<file path="config.mk">
export PLATFORM = sky130hd
export DESIGN_NAME = wmp_regs
export DESIGN_NICKNAME = d
export VERILOG_FILES = /design/src/common/wmp_pkg.sv /design/src/hw/wmp_regs.sv
export SDC_FILE = /design/constraint.sdc
export NUM_CORES = 1
export LEC_CHECK = 0
export ABC_AREA = 1
export BUFFER_PORTS_ARGS = -buffer_cell sky130_fd_sc_hd__buf_2
export CAP_MARGIN = 0
export CORE_ASPECT_RATIO = 1.2
export CORE_MARGIN = 2
export CORE_UTILIZATION = 54
export CTS_BUF_LIST = sky130_fd_sc_hd__clkbuf_2 sky130_fd_sc_hd__clkbuf_4 sky130_fd_sc_hd__clkbuf_8
export CTS_CLUSTER_DIAMETER = 30
export DETAILED_ROUTE_END_ITERATION = 6
export PLACE_DENSITY = 0.79
export SYNTH_ARGS = -nofsm -noshare
export SYNTH_HDL_FRONTEND = slang
export SYNTH_SLANG_ARGS = --single-unit
</file>
<file path="constraint.sdc">
create_clock -name clock_i -period 2.65 [get_ports clock_i]
set_clock_uncertainty 0.2 [all_clocks]
set_input_delay 0.265 -clock clock_i [delete_from_list [all_inputs] [get_ports clock_i]]
set_output_delay 0.265 -clock clock_i [all_outputs]
set_load 0.01 [all_outputs]
</file>
<file path="src/common/wmp_pkg.sv">
// Purpose: shared constants and types for the wake-up and ms prescaler register slice
// Assumes: AHB-Lite slave with 32-bit data, one register per aligned word
// Notes: byte address of a register is four times its index
`default_nettype none

package wmp_pkg;

  // ==========================================================================
  // address decode
  localparam logic [23:0] BASE_BLOCK_PAGE = 24'h000002;
  localparam logic [23:0] BASE_NONBLK_PAGE = 24'h000003;
  localparam logic [5:0] IDX_STAT_LO = 6'h03;
  localparam logic [5:0] IDX_MS_DIVIDER_VALUE = 6'h04;
  localparam logic [5:0] IDX_WEN_HI = 6'h06;
  localparam logic [5:0] IDX_WEN_LO = 6'h07;
  localparam logic [5:0] IDX_TRIM_HI = 6'h0E;
  localparam logic [5:0] IDX_TRIM_LO = 6'h0F;
  localparam logic [5:0] IDX_CTRL = 6'h10;
  localparam logic [5:0] IDX_IRQ_STAT = 6'h11;
  localparam logic [5:0] IDX_IRQ_MASK = 6'h12;
  localparam logic [2:0] HSIZE_BYTE = 3'h0;

  // ==========================================================================
  // field positions
  localparam int unsigned SRC_AMP_POS = 7;
  localparam int unsigned SRC_CURR_POS = 6;
  localparam int unsigned SRC_CAL_POS = 5;
  localparam int unsigned SRC_LIN_POS = 4;
  localparam int unsigned WEN_LO_LTC_POS = 7;
  localparam int unsigned TRIM_HI_READY_POS = 7;
  localparam int unsigned IRQ_WAKE_POS = 0;
  localparam int unsigned IRQ_READY_POS = 1;

  // ==========================================================================
  // reset values and calibration count limit
  localparam logic [15:0] MS_DIVIDER_VALUE_RST = 16'h7D00;
  localparam logic [12:0] CALIB_RST = 13'h0200;
  localparam logic [12:0] CALIB_MAX = 13'h1FFF;
  localparam logic [7:0] STAT_LO_RST = 8'h00;
  localparam logic [7:0] WEN_HI_RST = 8'h00;
  localparam logic [7:0] WEN_LO_RST = 8'h00;
  localparam logic [1:0] PF_RST = 2'h0;
  localparam logic [1:0] IRQ_RST = 2'h0;

  // ==========================================================================
  // calibration sequence
  typedef enum logic [1:0] {
    WMP_SYNC_START = 2'h0,
    WMP_SYNC_MEASURE = 2'h1,
    WMP_SYNC_DONE = 2'h3
  } wmp_sync_type;

endpackage

`default_nettype wire

</file>
<file path="src/hw/wmp_regs.sv">
// Purpose: wake-up flags, wake enables, 1 ms prescaler and calibrated slow clock trim
// Assumes: clock_i is the die link clock; wake sources and oscillator are asynchronous
// Notes: every transfer takes one wait state; registers decoded in two address pages
//
// Functional notes
// - writing one clears a wake flag; writing zero leaves it.
// - flag bit 7 records an amp-hour threshold wake-up.
// - flag bit 6 records a current threshold wake-up.
// - flag bit 5 records a calibration request wake-up.
// - flag bit 4 records a LIN wake-up.
// - flag bits 3 to 0 record wake-ups from pins 3 to 0.
// - the ms prescaler is 16 bits, written by halfword or word; byte writes are ignored.
// - the prescaler divides the link clock into fast and slow derived clocks.
// - each high enable bit gates one wake source.
// - low enable bit 7 gates lifetime overflow; bits 6..0 read zero; reset zero.
// - ready reads zero while calibration sync runs after reset or change.
// - ready reads one once the calibrated clock is synchronised.
// - trim shows the 13-bit calibrated divider; bits 14, 13 read zero.
// - the calibrated divider divides the low-power oscillator into the calibrated clock.
// - after reset the calibrated divider holds 0x0200 until first sync.
// - trim bytes are read only; writes change nothing.
// - registers answer in the blocking and the non-blocking page.
// - divider factor divides by 1, 2, 4 or 8; change restarts sync.
//
// Chosen here: the AHB-Lite register port.
`default_nettype none

module wmp_regs (
  input wire logic clock_i,
  input wire logic srst_i,
  input wire logic hsel_i,
  input wire logic [31:0] haddr_i,
  input wire logic [1:0] htrans_i,
  input wire logic hwrite_i,
  input wire logic [2:0] hsize_i,
  input wire logic [31:0] hwdata_i,
  input wire logic hready_i,
  output var logic [31:0] hrdata_o,
  output var logic hreadyout_o,
  output var logic hresp_o,
  input wire logic [7:0] wake_source_i,
  input wire logic lifetime_overflow_i,
  input wire logic lp_osc_i,
  output var logic wake_request_o,
  output var logic derived_fast_clock_o,
  output var logic derived_slow_clock_o,
  output var logic calibrated_low_freq_clock_o,
  output var logic calib_sync_ready_o,
  output var logic irq_o
);

  // ==========================================================================
  // bus slave state
  logic dphase_reg;
  logic hit_reg;
  logic wr_reg;
  logic [5:0] idx_reg;
  logic [2:0] size_reg;
  logic [31:0] hrdata_reg;
  logic hreadyout_reg;
  logic hresp_reg;

  wire logic page_hit = (haddr_i[31:8] == wmp_pkg::BASE_BLOCK_PAGE)
                      | (haddr_i[31:8] == wmp_pkg::BASE_NONBLK_PAGE);
  wire logic addr_take = hsel_i & htrans_i[1] & hready_i;
  wire logic wr_go = dphase_reg & hit_reg & wr_reg;
  wire logic rd_go = dphase_reg & ~wr_reg;

  always_ff @(posedge clock_i) begin
    if (srst_i) begin
      dphase_reg <= 1'b0;
      hit_reg <= 1'b0;
      wr_reg <= 1'b0;
      idx_reg <= 6'h00;
      size_reg <= 3'h0;
      hreadyout_reg <= 1'b1;
      hresp_reg <= 1'b0;
    end else if (addr_take) begin
      dphase_reg <= 1'b1;
      hit_reg <= page_hit & (haddr_i[1:0] == 2'h0);
      wr_reg <= hwrite_i;
      idx_reg <= haddr_i[7:2];
      size_reg <= hsize_i;
      hreadyout_reg <= 1'b0;
    end else begin
      dphase_reg <= 1'b0;
      hreadyout_reg <= 1'b1;
    end
  end

  // ==========================================================================
  // register write strobes
  wire logic wr_stat = wr_go & (idx_reg == wmp_pkg::IDX_STAT_LO);
  wire logic wr_ms_divider_value = wr_go & (idx_reg == wmp_pkg::IDX_MS_DIVIDER_VALUE)
                      & (size_reg != wmp_pkg::HSIZE_BYTE);
  wire logic wr_wen_hi = wr_go & (idx_reg == wmp_pkg::IDX_WEN_HI);
  wire logic wr_wen_lo = wr_go & (idx_reg == wmp_pkg::IDX_WEN_LO);
  wire logic wr_ctrl = wr_go & (idx_reg == wmp_pkg::IDX_CTRL);
  wire logic wr_irq_stat = wr_go & (idx_reg == wmp_pkg::IDX_IRQ_STAT);
  wire logic wr_irq_mask = wr_go & (idx_reg == wmp_pkg::IDX_IRQ_MASK);

  // ==========================================================================
  // input synchronisers and edge detect
  logic [9:0] sync1_reg;
  logic [9:0] sync2_reg;
  logic [9:0] sync3_reg;

  always_ff @(posedge clock_i) begin
    if (srst_i) begin
      sync1_reg <= 10'h000;
      sync2_reg <= 10'h000;
      sync3_reg <= 10'h000;
    end else begin
      sync1_reg <= {lp_osc_i, lifetime_overflow_i, wake_source_i};
      sync2_reg <= sync1_reg;
      sync3_reg <= sync2_reg;
    end
  end

  wire logic [9:0] rise = sync2_reg & ~sync3_reg;
  wire logic [7:0] src_rise = rise[7:0];
  wire logic ltc_rise = rise[8];
  wire logic lp_edge = rise[9];

  // ==========================================================================
  // wake enables and flags
  logic [7:0] stat_reg;
  logic [7:0] wen_hi_reg;
  logic [7:0] wen_lo_reg;
  logic wake_request_reg;

  wire logic [7:0] flag_set = src_rise & wen_hi_reg;
  wire logic [7:0] flag_clr = wr_stat ? hwdata_i[7:0] : 8'h00;
  wire logic [7:0] stat_next = (stat_reg & ~flag_clr) | flag_set;
  wire logic ltc_wake = ltc_rise & wen_lo_reg[wmp_pkg::WEN_LO_LTC_POS];
  wire logic wake_request_next = (|flag_set) | ltc_wake;

  always_ff @(posedge clock_i) begin
    if (srst_i) begin
      stat_reg <= wmp_pkg::STAT_LO_RST;
      wen_hi_reg <= wmp_pkg::WEN_HI_RST;
      wen_lo_reg <= wmp_pkg::WEN_LO_RST;
      wake_request_reg <= 1'b0;
    end else begin
      stat_reg <= stat_next;
      wake_request_reg <= wake_request_next;
      if (wr_wen_hi) begin
        wen_hi_reg <= hwdata_i[7:0];
      end
      if (wr_wen_lo) begin
        wen_lo_reg <= {hwdata_i[7], 7'h00};
      end
    end
  end

  // ==========================================================================
  // 1 ms prescaler and derived clocks
  logic [15:0] ms_divider_value_reg;
  logic [1:0] pf_reg;
  logic [15:0] ms_cnt_reg;
  logic [2:0] fct_cnt_reg;
  logic fast_reg;
  logic slow_reg;

  wire logic pf_change = wr_ctrl & (hwdata_i[1:0] != pf_reg);
  wire logic ms_last = (ms_divider_value_reg == 16'h0000)
                     | (ms_cnt_reg >= ms_divider_value_reg - 16'h0001);
  wire logic [2:0] pf_mask = {pf_reg == 2'h3, pf_reg[1], pf_reg != 2'h0};
  wire logic slow_last = (fct_cnt_reg & pf_mask) == pf_mask;

  always_ff @(posedge clock_i) begin
    if (srst_i) begin
      ms_divider_value_reg <= wmp_pkg::MS_DIVIDER_VALUE_RST;
      pf_reg <= wmp_pkg::PF_RST;
      ms_cnt_reg <= 16'h0000;
      fct_cnt_reg <= 3'h0;
      fast_reg <= 1'b0;
      slow_reg <= 1'b0;
    end else begin
      if (wr_ms_divider_value) begin
        ms_divider_value_reg <= hwdata_i[15:0];
      end
      if (wr_ctrl) begin
        pf_reg <= hwdata_i[1:0];
      end
      ms_cnt_reg <= ms_last ? 16'h0000 : ms_cnt_reg + 16'h0001;
      fast_reg <= ms_last;
      slow_reg <= ms_last & slow_last;
      if (ms_last) begin
        fct_cnt_reg <= slow_last ? 3'h0 : fct_cnt_reg + 3'h1;
      end
    end
  end

  // ==========================================================================
  // calibration of the low-power oscillator
  wmp_pkg::wmp_sync_type state_reg;
  wmp_pkg::wmp_sync_type state_next;
  logic [12:0] calib_reg;
  logic [12:0] meas_cnt_reg;
  logic [12:0] lp_cnt_reg;
  logic ready_reg;
  logic cal_tick_reg;

  wire logic restart = wr_ms_divider_value | pf_change;
  wire logic meas_end = (state_reg == wmp_pkg::WMP_SYNC_MEASURE) & ms_last & ~restart;
  // the edge in the closing cycle belongs to the window, so a full fast period is counted
  wire logic [12:0] meas_sum = meas_cnt_reg
                             + {12'h000, lp_edge & (meas_cnt_reg != wmp_pkg::CALIB_MAX)};
  wire logic [12:0] meas_val = (meas_sum == 13'h0000) ? 13'h0001 : meas_sum;
  wire logic lp_last = lp_edge & (lp_cnt_reg >= calib_reg - 13'h0001);

  always_comb begin
    state_next = state_reg;
    case (state_reg)
      wmp_pkg::WMP_SYNC_START: begin
        if (ms_last) begin
          state_next = wmp_pkg::WMP_SYNC_MEASURE;
        end
      end
      wmp_pkg::WMP_SYNC_MEASURE: begin
        if (ms_last) begin
          state_next = wmp_pkg::WMP_SYNC_DONE;
        end
      end
      wmp_pkg::WMP_SYNC_DONE: begin
        state_next = wmp_pkg::WMP_SYNC_DONE;
      end
      default: begin
        state_next = wmp_pkg::WMP_SYNC_START;
      end
    endcase
    if (restart) begin
      state_next = wmp_pkg::WMP_SYNC_START;
    end
  end

  always_ff @(posedge clock_i) begin
    if (srst_i) begin
      state_reg <= wmp_pkg::WMP_SYNC_START;
      calib_reg <= wmp_pkg::CALIB_RST;
      meas_cnt_reg <= 13'h0000;
      lp_cnt_reg <= 13'h0000;
      ready_reg <= 1'b0;
      cal_tick_reg <= 1'b0;
    end else begin
      state_reg <= state_next;
      ready_reg <= (state_next == wmp_pkg::WMP_SYNC_DONE);
      if (state_reg != wmp_pkg::WMP_SYNC_MEASURE) begin
        meas_cnt_reg <= 13'h0000;
      end else if (lp_edge && meas_cnt_reg != wmp_pkg::CALIB_MAX) begin
        meas_cnt_reg <= meas_cnt_reg + 13'h0001;
      end
      if (meas_end) begin
        calib_reg <= meas_val;
      end
      if (lp_last) begin
        lp_cnt_reg <= 13'h0000;
      end else if (lp_edge) begin
        lp_cnt_reg <= lp_cnt_reg + 13'h0001;
      end
      cal_tick_reg <= lp_last;
    end
  end

  // ==========================================================================
  // interrupt status and mask
  logic [1:0] irq_stat_reg;
  logic [1:0] irq_mask_reg;
  logic irq_reg;

  wire logic [1:0] irq_set = {meas_end, |flag_set};
  wire logic [1:0] irq_clr = wr_irq_stat ? hwdata_i[1:0] : 2'h0;
  wire logic [1:0] irq_stat_next = (irq_stat_reg & ~irq_clr) | irq_set;

  always_ff @(posedge clock_i) begin
    if (srst_i) begin
      irq_stat_reg <= wmp_pkg::IRQ_RST;
      irq_mask_reg <= wmp_pkg::IRQ_RST;
      irq_reg <= 1'b0;
    end else begin
      irq_stat_reg <= irq_stat_next;
      irq_reg <= |(irq_stat_next & (wr_irq_mask ? hwdata_i[1:0] : irq_mask_reg));
      if (wr_irq_mask) begin
        irq_mask_reg <= hwdata_i[1:0];
      end
    end
  end

  // ==========================================================================
  // read data
  logic [31:0] rd_word;

  always_comb begin
    rd_word = 32'h0000_0000;
    case (idx_reg)
      wmp_pkg::IDX_STAT_LO: rd_word[7:0] = stat_reg;
      wmp_pkg::IDX_MS_DIVIDER_VALUE: rd_word[15:0] = ms_divider_value_reg;
      wmp_pkg::IDX_WEN_HI: rd_word[7:0] = wen_hi_reg;
      wmp_pkg::IDX_WEN_LO: rd_word[7:0] = wen_lo_reg;
      wmp_pkg::IDX_TRIM_HI: rd_word[7:0] = {ready_reg, 2'h0, calib_reg[12:8]};
      wmp_pkg::IDX_TRIM_LO: rd_word[7:0] = calib_reg[7:0];
      wmp_pkg::IDX_CTRL: rd_word[1:0] = pf_reg;
      wmp_pkg::IDX_IRQ_STAT: rd_word[1:0] = irq_stat_reg;
      wmp_pkg::IDX_IRQ_MASK: rd_word[1:0] = irq_mask_reg;
      default: rd_word = 32'h0000_0000;
    endcase
    if (!hit_reg) begin
      rd_word = 32'h0000_0000;
    end
  end

  always_ff @(posedge clock_i) begin
    if (srst_i) begin
      hrdata_reg <= 32'h0000_0000;
    end else if (rd_go) begin
      hrdata_reg <= rd_word;
    end
  end

  // ==========================================================================
  // outputs
  assign hrdata_o = hrdata_reg;
  assign hreadyout_o = hreadyout_reg;
  assign hresp_o = hresp_reg;
  assign wake_request_o = wake_request_reg;
  assign derived_fast_clock_o = fast_reg;
  assign derived_slow_clock_o = slow_reg;
  assign calibrated_low_freq_clock_o = cal_tick_reg;
  assign calib_sync_ready_o = ready_reg;
  assign irq_o = irq_reg;
endmodule

`default_nettype wire

</file>
==> results of run 1 <==
-- power by group through the flow --
stage | logic [W] | registers [W] | clock network, W
2_1_floorplan | 0.000130 | 0.00256 | 0
3_3_place_gp | 0.000192 | 0.00256 | 0
3_5_place_dp | 0.000196 | 0.00256 | 0
4_1_cts | 0.000246 | 0.00250 | 0.00173
5_1_grt | 0.000292 | 0.00251 | 0.00183
6_report | 0.000266 | 0.00251 | 0.00171
-- logic make-up after synthesis --
kind of cell,after synthesis,synth area share (%)
and+or+nand+nor,552,29.2
buffers and inverters,177,9.18
AOI/OAI and AO/OA,168,11.2
DFF,164,39.9
xor gates and xnor gates,44,4.69
adders and majority gates,37,5.63
other,1,0.0456
muxes,1,0.122
-- cell usage after synthesis (16+ instances only) --
cell / number
sky130_fd_sc_hd__a21oi_1: 63
sky130_fd_sc_hd__nand2_1: 242
sky130_fd_sc_hd__clkbuf_1: 16
sky130_fd_sc_hd__xor2_1: 31
sky130_fd_sc_hd__nand4_1: 18
sky130_fd_sc_hd__nand3_1: 55
sky130_fd_sc_hd__inv_1: 130
sky130_fd_sc_hd__dfxtp_1: 164
sky130_fd_sc_hd__ha_1: 37
sky130_fd_sc_hd__buf_4: 18
sky130_fd_sc_hd__o21ai_0: 72
sky130_fd_sc_hd__nor3_1: 16
sky130_fd_sc_hd__nor2_1: 172
-- per-layer routing --
metal	wire [um]	vias to the layer above	part of all wire [%]
li1	-	4061	-
met1	8680	3755	38
met2	11500	307	51
met3	1290	102	5.7
met4	1130	0	5.0
met5	0	-	0
-- metrics by stage --
step	TNS [ps]	worst slack, ps	power (W)
5_1_grt	-15520	-401	0.00463
3_5_place_dp	-6360	-238	0.00276
4_1_cts	-3100	-153	0.00448
3_3_place_gp	-3330	-148	0.00275
6_report	-10140	-324	0.00448
2_1_floorplan	0	10.1	0.00269
-- layout make-up --
cell class	instances	area share (%)
multi-input combinational	823	44.9
antenna	1	0.0234
inverter	135	4.74
clock buffer	20	2.57
tap	204	2.39
clock inverter	12	0.865
sequential	164	30.8
timing repair buffer	204	13.7
-- worst paths after layout --
check	startpoint	to	slack [ps]	cells past startpoint
setup / recovery	ms_divider_value_reg[1]	calib_reg[3]	-320	18
hold / removal	htrans_i[1]	dphase_reg	100	4
setup reg to reg	ms_divider_value_reg[1]	calib_reg[3]	-320	18
hold reg to reg	sync1_reg[8]	sync2_reg[8]	200	2
-- worst register-to-register path: stages (launching register included) --
cell                      delay, ps
sky130_fd_sc_hd__dfxtp_2        340
sky130_fd_sc_hd__nor2_4         140
sky130_fd_sc_hd__nand3_4        100
sky130_fd_sc_hd__nor3_4         140
sky130_fd_sc_hd__nand4_1        210
sky130_fd_sc_hd__buf_4          200
sky130_fd_sc_hd__nand2_1         80
sky130_fd_sc_hd__inv_2           60
sky130_fd_sc_hd__ha_4           270
sky130_fd_sc_hd__nand2_1         60
sky130_fd_sc_hd__inv_2           60
sky130_fd_sc_hd__nand3_2         90
sky130_fd_sc_hd__nor3_4         220
sky130_fd_sc_hd__nand2_2        120
sky130_fd_sc_hd__nand2_8        170
sky130_fd_sc_hd__buf_8          160
sky130_fd_sc_hd__nand3_2         80
sky130_fd_sc_hd__nand2_2        110
sky130_fd_sc_hd__nor2_2          40
-- cells in the final DEF, fill, tap and decap left out, drive strengths merged --
master	count
a211oi	2
nand4	18
o21a	1
mux2i	1
o22ai	2
clkbuf	20
inv	138
buf	163
dfxtp	164
ha	37
clkinv	5
and3	1
diode	1
nor3b	3
o211ai	1
nor3	18
nand3	59
xor2	31
dlygate4sd3	41
o31ai	2
o21bai	3
a31oi	4
nand3b	4
a22o	1
a21oi	68
or2	1
conb	17
nor4	10
xnor2	13
clkinvlp	4
a22oi	11
nand2	256
o21ai	73
and2	1
nor2	185
-- repair_timing --
item / CTS / global route
endpoints found under the hold margin: 63 / 0
endpoints found under the setup margin: 53 / 53
hold buffers: 41 / 0
resized for setup: 38 / 99
pin swaps: 25 / 43
setup buffers: 6 / 3
cloned: 2 / 2
==> impl_metrics.prom, run 1 <==
# TYPE chip_impl_metric gauge
chip_impl_info{name="outcome",value="finished, violations left"} 1
chip_impl_info{name="failed_checks",value="setup timing"} 1
chip_impl_metric{name="power_density",unit="mW/mm^2"} 419
chip_impl_metric{name="die_w",unit="um"} 117
chip_impl_metric{name="drt_iter0_drc",unit=""} 431
chip_impl_metric{name="firstDrtPassIters",unit=""} 5
chip_impl_info{name="crit_family",value="simple AND/OR/NAND/NOR gates"} 1
chip_impl_info{name="synth.largest_area_cell",value="sky130_fd_sc_hd__dfxtp_1"} 1
chip_impl_metric{name="total_switching_power",unit="W"} 0.00114
chip_impl_metric{name="grt.total_usage",unit="%"} 26.9
chip_impl_metric{name="fp.dieArea",unit="mm^2"} 0.0162
chip_impl_metric{name="switching_share",unit="%"} 25.4
chip_impl_info{name="cp_max_delay_cell",value="sky130_fd_sc_hd__dfxtp_2"} 1
chip_impl_metric{name="num_rows",unit=""} 49
chip_impl_metric{name="floorplan.core_area",unit="mm^2"} 0.0150
chip_impl_metric{name="start_util",unit="%"} 55.0
chip_impl_metric{name="floorplan.die.height",unit="um"} 139
chip_impl_metric{name="path_buf_inv",unit=""} 4
chip_impl_info{name="hp-class",value="in2reg"} 1
chip_impl_metric{name="grt_remaining_overflow",unit=""} 0
chip_impl_metric{name="synth-seq-cells",unit=""} 164
chip_impl_metric{name="cellLeakagePower",unit="nW"} 4.67
chip_impl_info{name="setup.worst_path.start_class",value="flip-flop"} 1
chip_impl_metric{name="syn_area",unit="mm^2"} 0.00822
chip_impl_metric{name="worst_slew_margin_rel",unit="%"} 49.7
chip_impl_metric{name="final_cells",unit=""} 1563
chip_impl_metric{name="quantity_of_i_o_buffers_inserted_on_ports",unit=""} 88
chip_impl_metric{name="routed_via_density",unit=""} 5.26
chip_impl_info{name="ys_top_cells_by_area",value="sky130_fd_sc_hd__dfxtp_1 (40%), sky130_fd_sc_hd__nand2_1 (11%), sky130_fd_sc_hd__nor2_1 (7.9%)"} 1
chip_impl_metric{name="worstPathRequired",unit="ps"} 2790
chip_impl_metric{name="report.final.setup_viol",unit=""} 53
chip_impl_metric{name="seq_area",unit="mm^2"} 0.00329
chip_impl_metric{name="final_min_period",unit="ps"} 2970
chip_impl_metric{name="finalWorstSetupSlack",unit="ps"} -324
chip_impl_metric{name="synthDominantCellAreaShare",unit="%"} 39.9
chip_impl_metric{name="dpl_cell_area",unit="mm^2"} 0.00927
chip_impl_metric{name="yosysWarningCount",unit=""} 0
chip_impl_info{name="ys_dominant_reg_cell",value="sky130_fd_sc_hd__dfxtp_1"} 1
chip_impl_metric{name="finish.net_count",unit=""} 1466
chip_impl_metric{name="via_count",unit=""} 8225
chip_impl_metric{name="clockPowerShare",unit="%"} 38.2
chip_impl_metric{name="grt_max_degree",unit=""} 61
chip_impl_metric{name="power_report.internal_total",unit="W"} 0.00334
chip_impl_info{name="tritoncts",value="done"} 1
chip_impl_metric{name="edff_count_synth",unit=""} 0
chip_impl_info{name="cts-root-buf",value="sky130_fd_sc_hd__clkbuf_8"} 1
chip_impl_metric{name="cts.clk_slew.worst_paths",unit="ps"} 90
chip_impl_info{name="grt_setup_unrepaired",value="yes"} 1
chip_impl_metric{name="layout-area-overhead-vs-synth",unit="%"} 30.1
chip_impl_metric{name="count_of_final_max_slew_check_failures",unit=""} 0
chip_impl_metric{name="grtUsageMet3",unit="%"} 6.03
chip_impl_metric{name="place.detailed.instances",unit=""} 1476
chip_impl_metric{name="antenna_violations_before_repair",unit=""} 1
chip_impl_metric{name="critical_path_fanouts_max",unit=""} 8
chip_impl_metric{name="drive_above_1_share",unit="%"} 24.8
chip_impl_metric{name="final.period_utilization",unit="%"} 112
chip_impl_metric{name="multi_input_area",unit="mm^2"} 0.00481
chip_impl_info{name="global_route.peak_usage_layer",value="met2"} 1
chip_impl_metric{name="worstMarginPinSlew",unit="ps"} 751
chip_impl_metric{name="ctsHtreeMaxLevel",unit=""} 4
chip_impl_metric{name="clk_latency",unit="ps"} 470
chip_impl_metric{name="floorplan.io_pins",unit=""} 124
chip_impl_metric{name="max_stage_delay",unit="ps"} 340
chip_impl_metric{name="layout.core_utilization",unit="%"} 71.5
chip_impl_info{name="timing.critical_path.cells",value="nor2_4 -> nand3_4 -> nor3_4 -> nand4_1 -> buf_4 -> nand2_1 -> inv_2 -> ha_4 -> nand2_1 -> inv_2 -> nand3_2 -> nor3_4 -> nand2_2 -> nand2_8 -> buf_8 -> nand3_2 -> nand2_2 -> nor2_2"} 1
chip_impl_metric{name="final_antenna_net_count",unit=""} 0
chip_impl_metric{name="drc",unit=""} 0
chip_impl_info{name="critPathCaptureType",value="flip-flop"} 1
chip_impl_metric{name="grt_pass1_vias",unit=""} 7904
chip_impl_metric{name="power.sequential.fraction",unit="%"} 55.9
chip_impl_metric{name="cts.path.max_buffers",unit=""} 2
chip_impl_metric{name="wl_per_cell",unit="um"} 14.5
chip_impl_metric{name="place_congestion",unit=""} 0.937
chip_impl_metric{name="synth_cell_type_count",unit=""} 44
chip_impl_metric{name="tritoncts.num_buffers",unit=""} 17
chip_impl_metric{name="finalHoldViolations",unit=""} 0
chip_impl_metric{name="worst_hold_slack",unit="ps"} 95.6
chip_impl_metric{name="final_area",unit="mm^2"} 0.0107
chip_impl_metric{name="arrival",unit="ps"} 3110
chip_impl_metric{name="globalRouteMet1Util",unit="%"} 29.2
chip_impl_metric{name="netlist_instances",unit=""} 1144
chip_impl_metric{name="dpl.hpwl",unit="mm"} 15.1
chip_impl_metric{name="global_route.usage.met2",unit="%"} 48.6
chip_impl_info{name="setup.worst_path.class",value="reg2reg"} 1
chip_impl_metric{name="fill_cells",unit=""} 1141
chip_impl_metric{name="cap_violations",unit=""} 0
chip_impl_metric{name="postSynthAreaPerCell",unit="um^2"} 7.19
chip_impl_metric{name="grt_pass1_wl",unit="mm"} 35.0
chip_impl_metric{name="wl",unit="mm"} 22.6
chip_impl_metric{name="synth_sequential_area_ratio",unit="%"} 39.9
chip_impl_metric{name="vdd.ir_drop.worst",unit="V"} 0.000351
chip_impl_metric{name="power.share.combinational",unit="%"} 5.9
chip_impl_metric{name="cts.sinks",unit=""} 164
chip_impl_metric{name="max_freq",unit="MHz"} 336
chip_impl_metric{name="synthArstFlopShare",unit="%"} 0
No activity file was read; power rests on OpenSTA's default activity.
==> inputs of run 2 (changes only) <==
- CORE_ASPECT_RATIO: 1.2 -> 0.5
- CORE_MARGIN: 2 -> unset
==> impl_metrics.prom, run 2 (same netlist as run 1, synthesis figures left out) <==
# TYPE chip_impl_metric gauge
chip_impl_info{name="outcome",value="finished, violations left"} 1
chip_impl_info{name="failed_checks",value="setup timing"} 1
chip_impl_metric{name="max_stage_delay",unit="ps"} 360
chip_impl_metric{name="worst_slew_margin_rel",unit="%"} 45.3
chip_impl_metric{name="firstDrtPassIters",unit=""} 5
chip_impl_metric{name="arrival",unit="ps"} 3020
chip_impl_metric{name="wl",unit="mm"} 22.6
chip_impl_metric{name="power.sequential.fraction",unit="%"} 54.2
chip_impl_info{name="cp_max_delay_cell",value="sky130_fd_sc_hd__ha_1"} 1
chip_impl_metric{name="clk_latency",unit="ps"} 460
chip_impl_metric{name="floorplan.core_area",unit="mm^2"} 0.0147
chip_impl_metric{name="switching_share",unit="%"} 25.9
chip_impl_info{name="crit_family",value="simple AND/OR/NAND/NOR gates"} 1
chip_impl_metric{name="wl_per_cell",unit="um"} 14.5
chip_impl_info{name="final_common_cell",value="sky130_fd_sc_hd__nand2_1"} 1
chip_impl_metric{name="power_density",unit="mW/mm^2"} 437
chip_impl_metric{name="finish.net_count",unit=""} 1467
chip_impl_metric{name="die_w",unit="um"} 177
chip_impl_info{name="top_layer",value="met4"} 1
chip_impl_metric{name="floorplan.die.height",unit="um"} 89.3
chip_impl_info{name="hp-class",value="reg2reg"} 1
chip_impl_info{name="grt_setup_unrepaired",value="yes"} 1
chip_impl_metric{name="wl_met2",unit="mm"} 11.1
chip_impl_info{name="tritoncts",value="done"} 1
chip_impl_metric{name="critical_path_fanouts_max",unit=""} 8
chip_impl_info{name="critPathCaptureType",value="flip-flop"} 1
chip_impl_metric{name="place_worst_setup_slack",unit="ps"} -284
chip_impl_metric{name="quantity_of_i_o_buffers_inserted_on_ports",unit=""} 88
chip_impl_info{name="cts-root-buf",value="sky130_fd_sc_hd__clkbuf_8"} 1
chip_impl_metric{name="final.period_utilization",unit="%"} 109
chip_impl_metric{name="dpl_cell_area",unit="mm^2"} 0.00929
chip_impl_metric{name="fp.dieArea",unit="mm^2"} 0.0158
chip_impl_metric{name="ctsHtreeMaxLevel",unit=""} 4
chip_impl_metric{name="grt_pass1_vias",unit=""} 7613
chip_impl_metric{name="tritoncts.num_buffers",unit=""} 17
chip_impl_metric{name="worstPathRequired",unit="ps"} 2780
chip_impl_metric{name="floorplan.io_pins",unit=""} 124
chip_impl_metric{name="grt.total_usage",unit="%"} 28.5
chip_impl_metric{name="power.share.combinational",unit="%"} 5.8
chip_impl_metric{name="cap_violations",unit=""} 0
chip_impl_metric{name="cellLeakagePower",unit="nW"} 4.67
chip_impl_metric{name="timing.reg2reg.worst_path_depth",unit=""} 15
chip_impl_metric{name="grt_remaining_overflow",unit=""} 0
chip_impl_metric{name="via_count",unit=""} 8250
chip_impl_metric{name="cts.sinks",unit=""} 164
chip_impl_metric{name="routed_via_density",unit=""} 5.30
chip_impl_metric{name="met3WireLength",unit="mm"} 1.18
chip_impl_metric{name="dpl.hpwl",unit="mm"} 15.2
chip_impl_metric{name="final_cells",unit=""} 1558
chip_impl_metric{name="min_delay_path_depth",unit=""} 2
chip_impl_info{name="timing.critical_path.cells",value="nor2_4 -> nand3_2 -> nor3_4 -> nand4_1 -> nor2_1 -> xnor2_1 -> ha_1 -> a21oi_2 -> o21a_1 -> nand2_2 -> nor2_4 -> nand2_8 -> buf_8 -> nand4_1 -> nand3_1"} 1
chip_impl_metric{name="finalHoldViolations",unit=""} 0
chip_impl_info{name="setup.worst_path.start_class",value="flip-flop"} 1
chip_impl_metric{name="layout.core_utilization",unit="%"} 72.1
chip_impl_metric{name="final_antenna_net_count",unit=""} 0
chip_impl_metric{name="drive_above_1_share",unit="%"} 23.3
chip_impl_metric{name="route.layer.met1.wl",unit="mm"} 9.74
chip_impl_info{name="setup.worst_path.class",value="reg2reg"} 1
chip_impl_metric{name="drc",unit=""} 0
chip_impl_metric{name="antenna_violations_before_repair",unit=""} 1
chip_impl_metric{name="cts.path.max_buffers",unit=""} 2
chip_impl_metric{name="max_freq",unit="MHz"} 346
chip_impl_metric{name="num_rows",unit=""} 31
chip_impl_metric{name="drt_iter0_drc",unit=""} 634
chip_impl_metric{name="final_min_period",unit="ps"} 2890
chip_impl_metric{name="clockPowerShare",unit="%"} 39.9
chip_impl_metric{name="start_util",unit="%"} 56.1
chip_impl_metric{name="total_switching_power",unit="W"} 0.00120
chip_impl_metric{name="final_area",unit="mm^2"} 0.0106
chip_impl_metric{name="worstMarginPinSlew",unit="ps"} 818
chip_impl_metric{name="grt_max_degree",unit=""} 40
chip_impl_metric{name="power_report.internal_total",unit="W"} 0.00342
chip_impl_metric{name="cp.depth",unit=""} 15
chip_impl_metric{name="place_congestion",unit=""} 0.947
chip_impl_metric{name="grt_pass1_wl",unit="mm"} 35.6
chip_impl_metric{name="layout-area-overhead-vs-synth",unit="%"} 28.6
chip_impl_metric{name="fill_cells",unit=""} 1092
chip_impl_info{name="mostFrequentLayoutCells",value="sky130_fd_sc_hd__nand2_1 (225), sky130_fd_sc_hd__dfxtp_1 (158), sky130_fd_sc_hd__nor2_1 (154)"} 1
chip_impl_metric{name="path_buf_inv",unit=""} 1
chip_impl_metric{name="place.detailed.instances",unit=""} 1473
chip_impl_metric{name="report.final.setup_viol",unit=""} 53
chip_impl_metric{name="vdd.ir_drop.worst",unit="V"} 0.000297
chip_impl_metric{name="finalWorstSetupSlack",unit="ps"} -239
chip_impl_metric{name="cts.clk_slew.worst_paths",unit="ps"} 90
chip_impl_metric{name="count_of_final_max_slew_check_failures",unit=""} 0
[run 2: changes by cell type in the layout (fill, tap and decap cells not counted), sizes merged]
cell / previous run / this run
nand2: 256 / 255
clkbuf: 20 / 19
clkinvlp: 4 / 2
bufinv: 0 / 1
dlygate4sd3: 41 / 43
inv: 138 / 140
[run 2: area by class of cell]
type	count	area, um^2	share of cell area (%)
antenna	1	2.50	0.0237
clock buffer	19	255	2.41
clock inverter	13	140	1.33
inverter	135	509	4.82
multi-input combinational	822	4650	44.0
sequential	164	3290	31.1
tap	198	248	2.34
timing repair buffer	206	1480	14.0
[run 2: final timing paths]
path | start | to | slack (ps)
worst max-delay path | ms_divider_value_reg[1] | calib_reg[9] | -240
worst min register to register | sync1_reg[3] | sync2_reg[3] | 200
worst min-delay path | sync1_reg[3] | sync2_reg[3] | 200
worst max register to register | ms_divider_value_reg[1] | calib_reg[9] | -240
[run 2: power groups by stage]
stage	clock, W	sequential (W)	combinational [W]
finish	0.00185	0.00251	0.000270
detailed placement	0	0.00256	0.000198
floorplan	0	0.00256	0.000130
global route	0.00197	0.00251	0.000296
CTS	0.00187	0.00251	0.000250
global placement	0	0.00256	0.000192
[run 2: what timing repair did]
item                                   CTS  global route
hold buffers                            43             0
pin swaps                               20            19
gates resized for setup                 40            61
buffers inserted                         1             4
endpoints found under the hold margin   60             0
setup endpoints to repair               53            53
cloned                                   2             2
[run 2: worst min-delay path: stages, from the launching register on]
cell and delay, ps:
sky130_fd_sc_hd__dfxtp_1 300, sky130_fd_sc_hd__inv_1 40, sky130_fd_sc_hd__nor2_1 30
[run 2: through the flow]
| stage | setup TNS, ps | total power (W) | hold WS [ps] |
|---|---|---|---|
| floorplan | 0 | 0.00269 | 168 |
| global placement | -4100 | 0.00275 | 191 |
| detailed placement | -10530 | 0.00276 | 196 |
| CTS | -7280 | 0.00462 | 157 |
| global route | -15920 | 0.00478 | 223 |
| finish | -7540 | 0.00462 | 200 |
[run 2: routing by layer]
| layer | vias to the layer above | track usage [%] |
|---|---|---|
| li1 | 4059 | - |
| met1 | 3845 | 34.3 |
| met2 | 281 | 50.8 |
| met3 | 65 | 5.78 |
| met4 | 0 | 11.8 |
| met5 | - | 0 |
==> inputs of run 3 (changes only) <==
--- a/config.mk
+++ b/config.mk
@@ -11,5 +11,5 @@
 export CORE_ASPECT_RATIO = 0.5
 export CORE_UTILIZATION = 54
-export CTS_BUF_LIST = sky130_fd_sc_hd__clkbuf_2 sky130_fd_sc_hd__clkbuf_4 sky130_fd_sc_hd__clkbuf_8
+export CTS_BUF_LIST = sky130_fd_sc_hd__clkbuf_4 sky130_fd_sc_hd__clkbuf_8
 export CTS_CLUSTER_DIAMETER = 30
 export DETAILED_ROUTE_END_ITERATION = 6
==> constraint.sdc (replaced) <==
create_clock -name clock_i -period 2.6 [get_ports clock_i]
set_clock_uncertainty 0.2 [all_clocks]
set_input_delay 0.65 -clock clock_i [delete_from_list [all_inputs] [get_ports clock_i]]
set_output_delay 0.65 -clock clock_i [all_outputs]
set_load 0.01 [all_outputs]
==> impl_metrics.prom, run 3 (same netlist as run 1, synthesis figures left out) <==
# TYPE chip_impl_metric gauge
chip_impl_metric{name="place.detailed.instances",unit=""} 1473
chip_impl_metric{name="critical_path_fanouts_max",unit=""} 11
chip_impl_metric{name="drc",unit=""} 0
chip_impl_metric{name="via_count",unit=""} 7989
chip_impl_info{name="tritoncts",value="done"} 1
chip_impl_metric{name="routed_via_density",unit=""} 5.26
chip_impl_metric{name="worstMarginPinSlew",unit="ps"} 569
chip_impl_info{name="critPathCaptureType",value="flip-flop"} 1
chip_impl_metric{name="finish.net_count",unit=""} 1428
chip_impl_metric{name="wl_per_cell",unit="um"} 14.1
chip_impl_metric{name="final_antenna_net_count",unit=""} 0
chip_impl_metric{name="grt_max_degree",unit=""} 41
chip_impl_metric{name="ctsHtreeMaxLevel",unit=""} 4
chip_impl_metric{name="vdd.ir_drop.worst",unit="V"} 0.000353
chip_impl_metric{name="finalWorstSetupSlack",unit="ps"} -315
chip_impl_metric{name="arrival",unit="ps"} 3080
chip_impl_metric{name="place_congestion",unit=""} 0.952
chip_impl_metric{name="floorplan.die.height",unit="um"} 89.3
chip_impl_metric{name="quantity_of_i_o_buffers_inserted_on_ports",unit=""} 88
chip_impl_metric{name="floorplan.io_pins",unit=""} 124
chip_impl_metric{name="count_of_final_max_slew_check_failures",unit=""} 0
chip_impl_metric{name="drt_iter0_drc",unit=""} 574
chip_impl_metric{name="worst_slew_margin_rel",unit="%"} 61.7
chip_impl_metric{name="layout-area-overhead-vs-synth",unit="%"} 24.4
chip_impl_metric{name="dpl_cell_area",unit="mm^2"} 0.00933
chip_impl_metric{name="global_route.usage.met2",unit="%"} 49.9
chip_impl_info{name="mostFrequentLayoutCells",value="sky130_fd_sc_hd__nand2_1 (229), sky130_fd_sc_hd__dfxtp_1 (157), sky130_fd_sc_hd__nor2_1 (156)"} 1
chip_impl_metric{name="grt_pass1_vias",unit=""} 7446
chip_impl_metric{name="wl",unit="mm"} 21.4
chip_impl_metric{name="worstPathRequired",unit="ps"} 2770
chip_impl_metric{name="grt_pass1_wl",unit="mm"} 34.3
chip_impl_info{name="hp-class",value="in2reg"} 1
chip_impl_metric{name="firstDrtPassIters",unit=""} 5
chip_impl_metric{name="cts.sinks",unit=""} 164
chip_impl_metric{name="place_worst_setup_slack",unit="ps"} -344
chip_impl_metric{name="tritoncts.num_buffers",unit=""} 17
chip_impl_metric{name="cellLeakagePower",unit="nW"} 4.47
chip_impl_metric{name="clk_latency",unit="ps"} 470
chip_impl_info{name="global_route.peak_usage_layer",value="met2"} 1
chip_impl_metric{name="cts_hold_repair.buffers",unit=""} 0
chip_impl_metric{name="report.final.setup_viol",unit=""} 53
chip_impl_metric{name="cts.path.max_buffers",unit=""} 2
chip_impl_metric{name="fp.dieArea",unit="mm^2"} 0.0158
chip_impl_metric{name="power_report.internal_total",unit="W"} 0.00344
chip_impl_metric{name="final_area",unit="mm^2"} 0.0102
chip_impl_metric{name="max_freq",unit="MHz"} 343
chip_impl_metric{name="dpl.hpwl",unit="mm"} 15.2
chip_impl_metric{name="final.period_utilization",unit="%"} 112
chip_impl_metric{name="globalRouteMet1Util",unit="%"} 32.7
chip_impl_metric{name="power_density",unit="mW/mm^2"} 461
chip_impl_metric{name="grt.total_usage",unit="%"} 27.4
chip_impl_metric{name="switching_share",unit="%"} 27.1
chip_impl_metric{name="power.share.combinational",unit="%"} 4.6
chip_impl_metric{name="grt_remaining_overflow",unit=""} 0
chip_impl_metric{name="cts.clk_slew.worst_paths",unit="ps"} 100
chip_impl_metric{name="timing.setup.tns",unit="ps"} -11970
chip_impl_info{name="setup.worst_path.class",value="reg2reg"} 1
chip_impl_info{name="grt_setup_unrepaired",value="yes"} 1
chip_impl_metric{name="drive_above_1_share",unit="%"} 24.3
chip_impl_info{name="final_common_cell",value="sky130_fd_sc_hd__nand2_1"} 1
chip_impl_info{name="outcome",value="finished, violations left"} 1
chip_impl_metric{name="power.sequential.fraction",unit="%"} 54.1
chip_impl_metric{name="final_cells",unit=""} 1518
chip_impl_metric{name="total_switching_power",unit="W"} 0.00128
chip_impl_info{name="failed_checks",value="setup timing"} 1
chip_impl_info{name="cts-root-buf",value="sky130_fd_sc_hd__clkbuf_8"} 1
chip_impl_metric{name="die_w",unit="um"} 177
chip_impl_metric{name="floorplan.core_area",unit="mm^2"} 0.0147
chip_impl_metric{name="clockPowerShare",unit="%"} 41.3
chip_impl_info{name="setup.worst_path.start_class",value="flip-flop"} 1
chip_impl_metric{name="grtUsageMet3",unit="%"} 5.27
chip_impl_metric{name="antenna_cells_inserted",unit=""} 0
chip_impl_metric{name="final_min_period",unit="ps"} 2920
chip_impl_metric{name="antenna_violations_before_repair",unit=""} 0
chip_impl_metric{name="num_rows",unit=""} 31
chip_impl_metric{name="start_util",unit="%"} 56.1
chip_impl_metric{name="cap_violations",unit=""} 0
chip_impl_metric{name="finalHoldViolations",unit=""} 0
==> run 3: per-stage QoR <==
stage / hold WS [ps] / utilization (%) / power, W
final: 165 / 69.8 / 0.00472
after global routing: 169 / 69.8 / 0.00489
after CTS: 156 / 68.5 / 0.00472
after detailed placement: 194 / 63.6 / 0.00281
after global placement: 189 / 63.6 / 0.00281
after floorplan: 188 / - / 0.00274
==> run 3: power by group through the flow <==
stage               clock [W]  combinational, W  sequential [W]
detailed placement          0          0.000202         0.00261
finish                0.00195          0.000216         0.00255
CTS                   0.00196          0.000211         0.00255
global route          0.00209          0.000242         0.00256
global placement            0          0.000197         0.00261
floorplan                   0          0.000132         0.00261
==> run 3: cell type report <==
type | instances | area, um^2
clock buffer | 17 | 234
clock inverter | 15 | 184
fill | 1167 | 4430
inverter | 135 | 509
multi-input combinational | 821 | 4650
sequential | 164 | 3290
tap | 198 | 248
timing repair buffer | 168 | 1110
==> run 3: worst max-delay path, stage by stage (launching register included) <==
cell and delay [ps]:
sky130_fd_sc_hd__dfxtp_2 340, sky130_fd_sc_hd__nor2_2 110, sky130_fd_sc_hd__nand3_2 120, sky130_fd_sc_hd__nor3_4 180, sky130_fd_sc_hd__nand4_1 200, sky130_fd_sc_hd__nor2_1 160, sky130_fd_sc_hd__xnor2_1 150, sky130_fd_sc_hd__ha_1 290
sky130_fd_sc_hd__a21oi_2 150, sky130_fd_sc_hd__o21a_1 150, sky130_fd_sc_hd__nand2_2 60, sky130_fd_sc_hd__nor2_4 170, sky130_fd_sc_hd__nand2_8 140, sky130_fd_sc_hd__nand2_8 160, sky130_fd_sc_hd__nand2_1 70, sky130_fd_sc_hd__nand2_1 90
sky130_fd_sc_hd__nor2_1 70
==> run 3: timing repair <==
action,CTS,global route
endpoints found under the setup margin,53,53
hold endpoints to repair,0,0
setup buffers,7,3
resized for setup,50,39
pin swaps,24,12
gates cloned,3,0
==> run 3: final timing paths <==
path                      startpoint             to  slack [ps]  cells past startpoint
min                       haddr_i[4]     idx_reg[2]         170                      3
max          ms_divider_value_reg[4]  calib_reg[10]        -320                     16
min reg2reg             sync1_reg[2]   sync2_reg[2]         210                      2
max reg2reg  ms_divider_value_reg[4]  calib_reg[10]        -320                     16
==> run 3: layer usage <==
layer  up-vias  part of all wire (%)
met1      3713                    43
met2       239                    49
li1       3982                     -
met3        55                   5.4
met4         0                   2.3
met5         -                     0
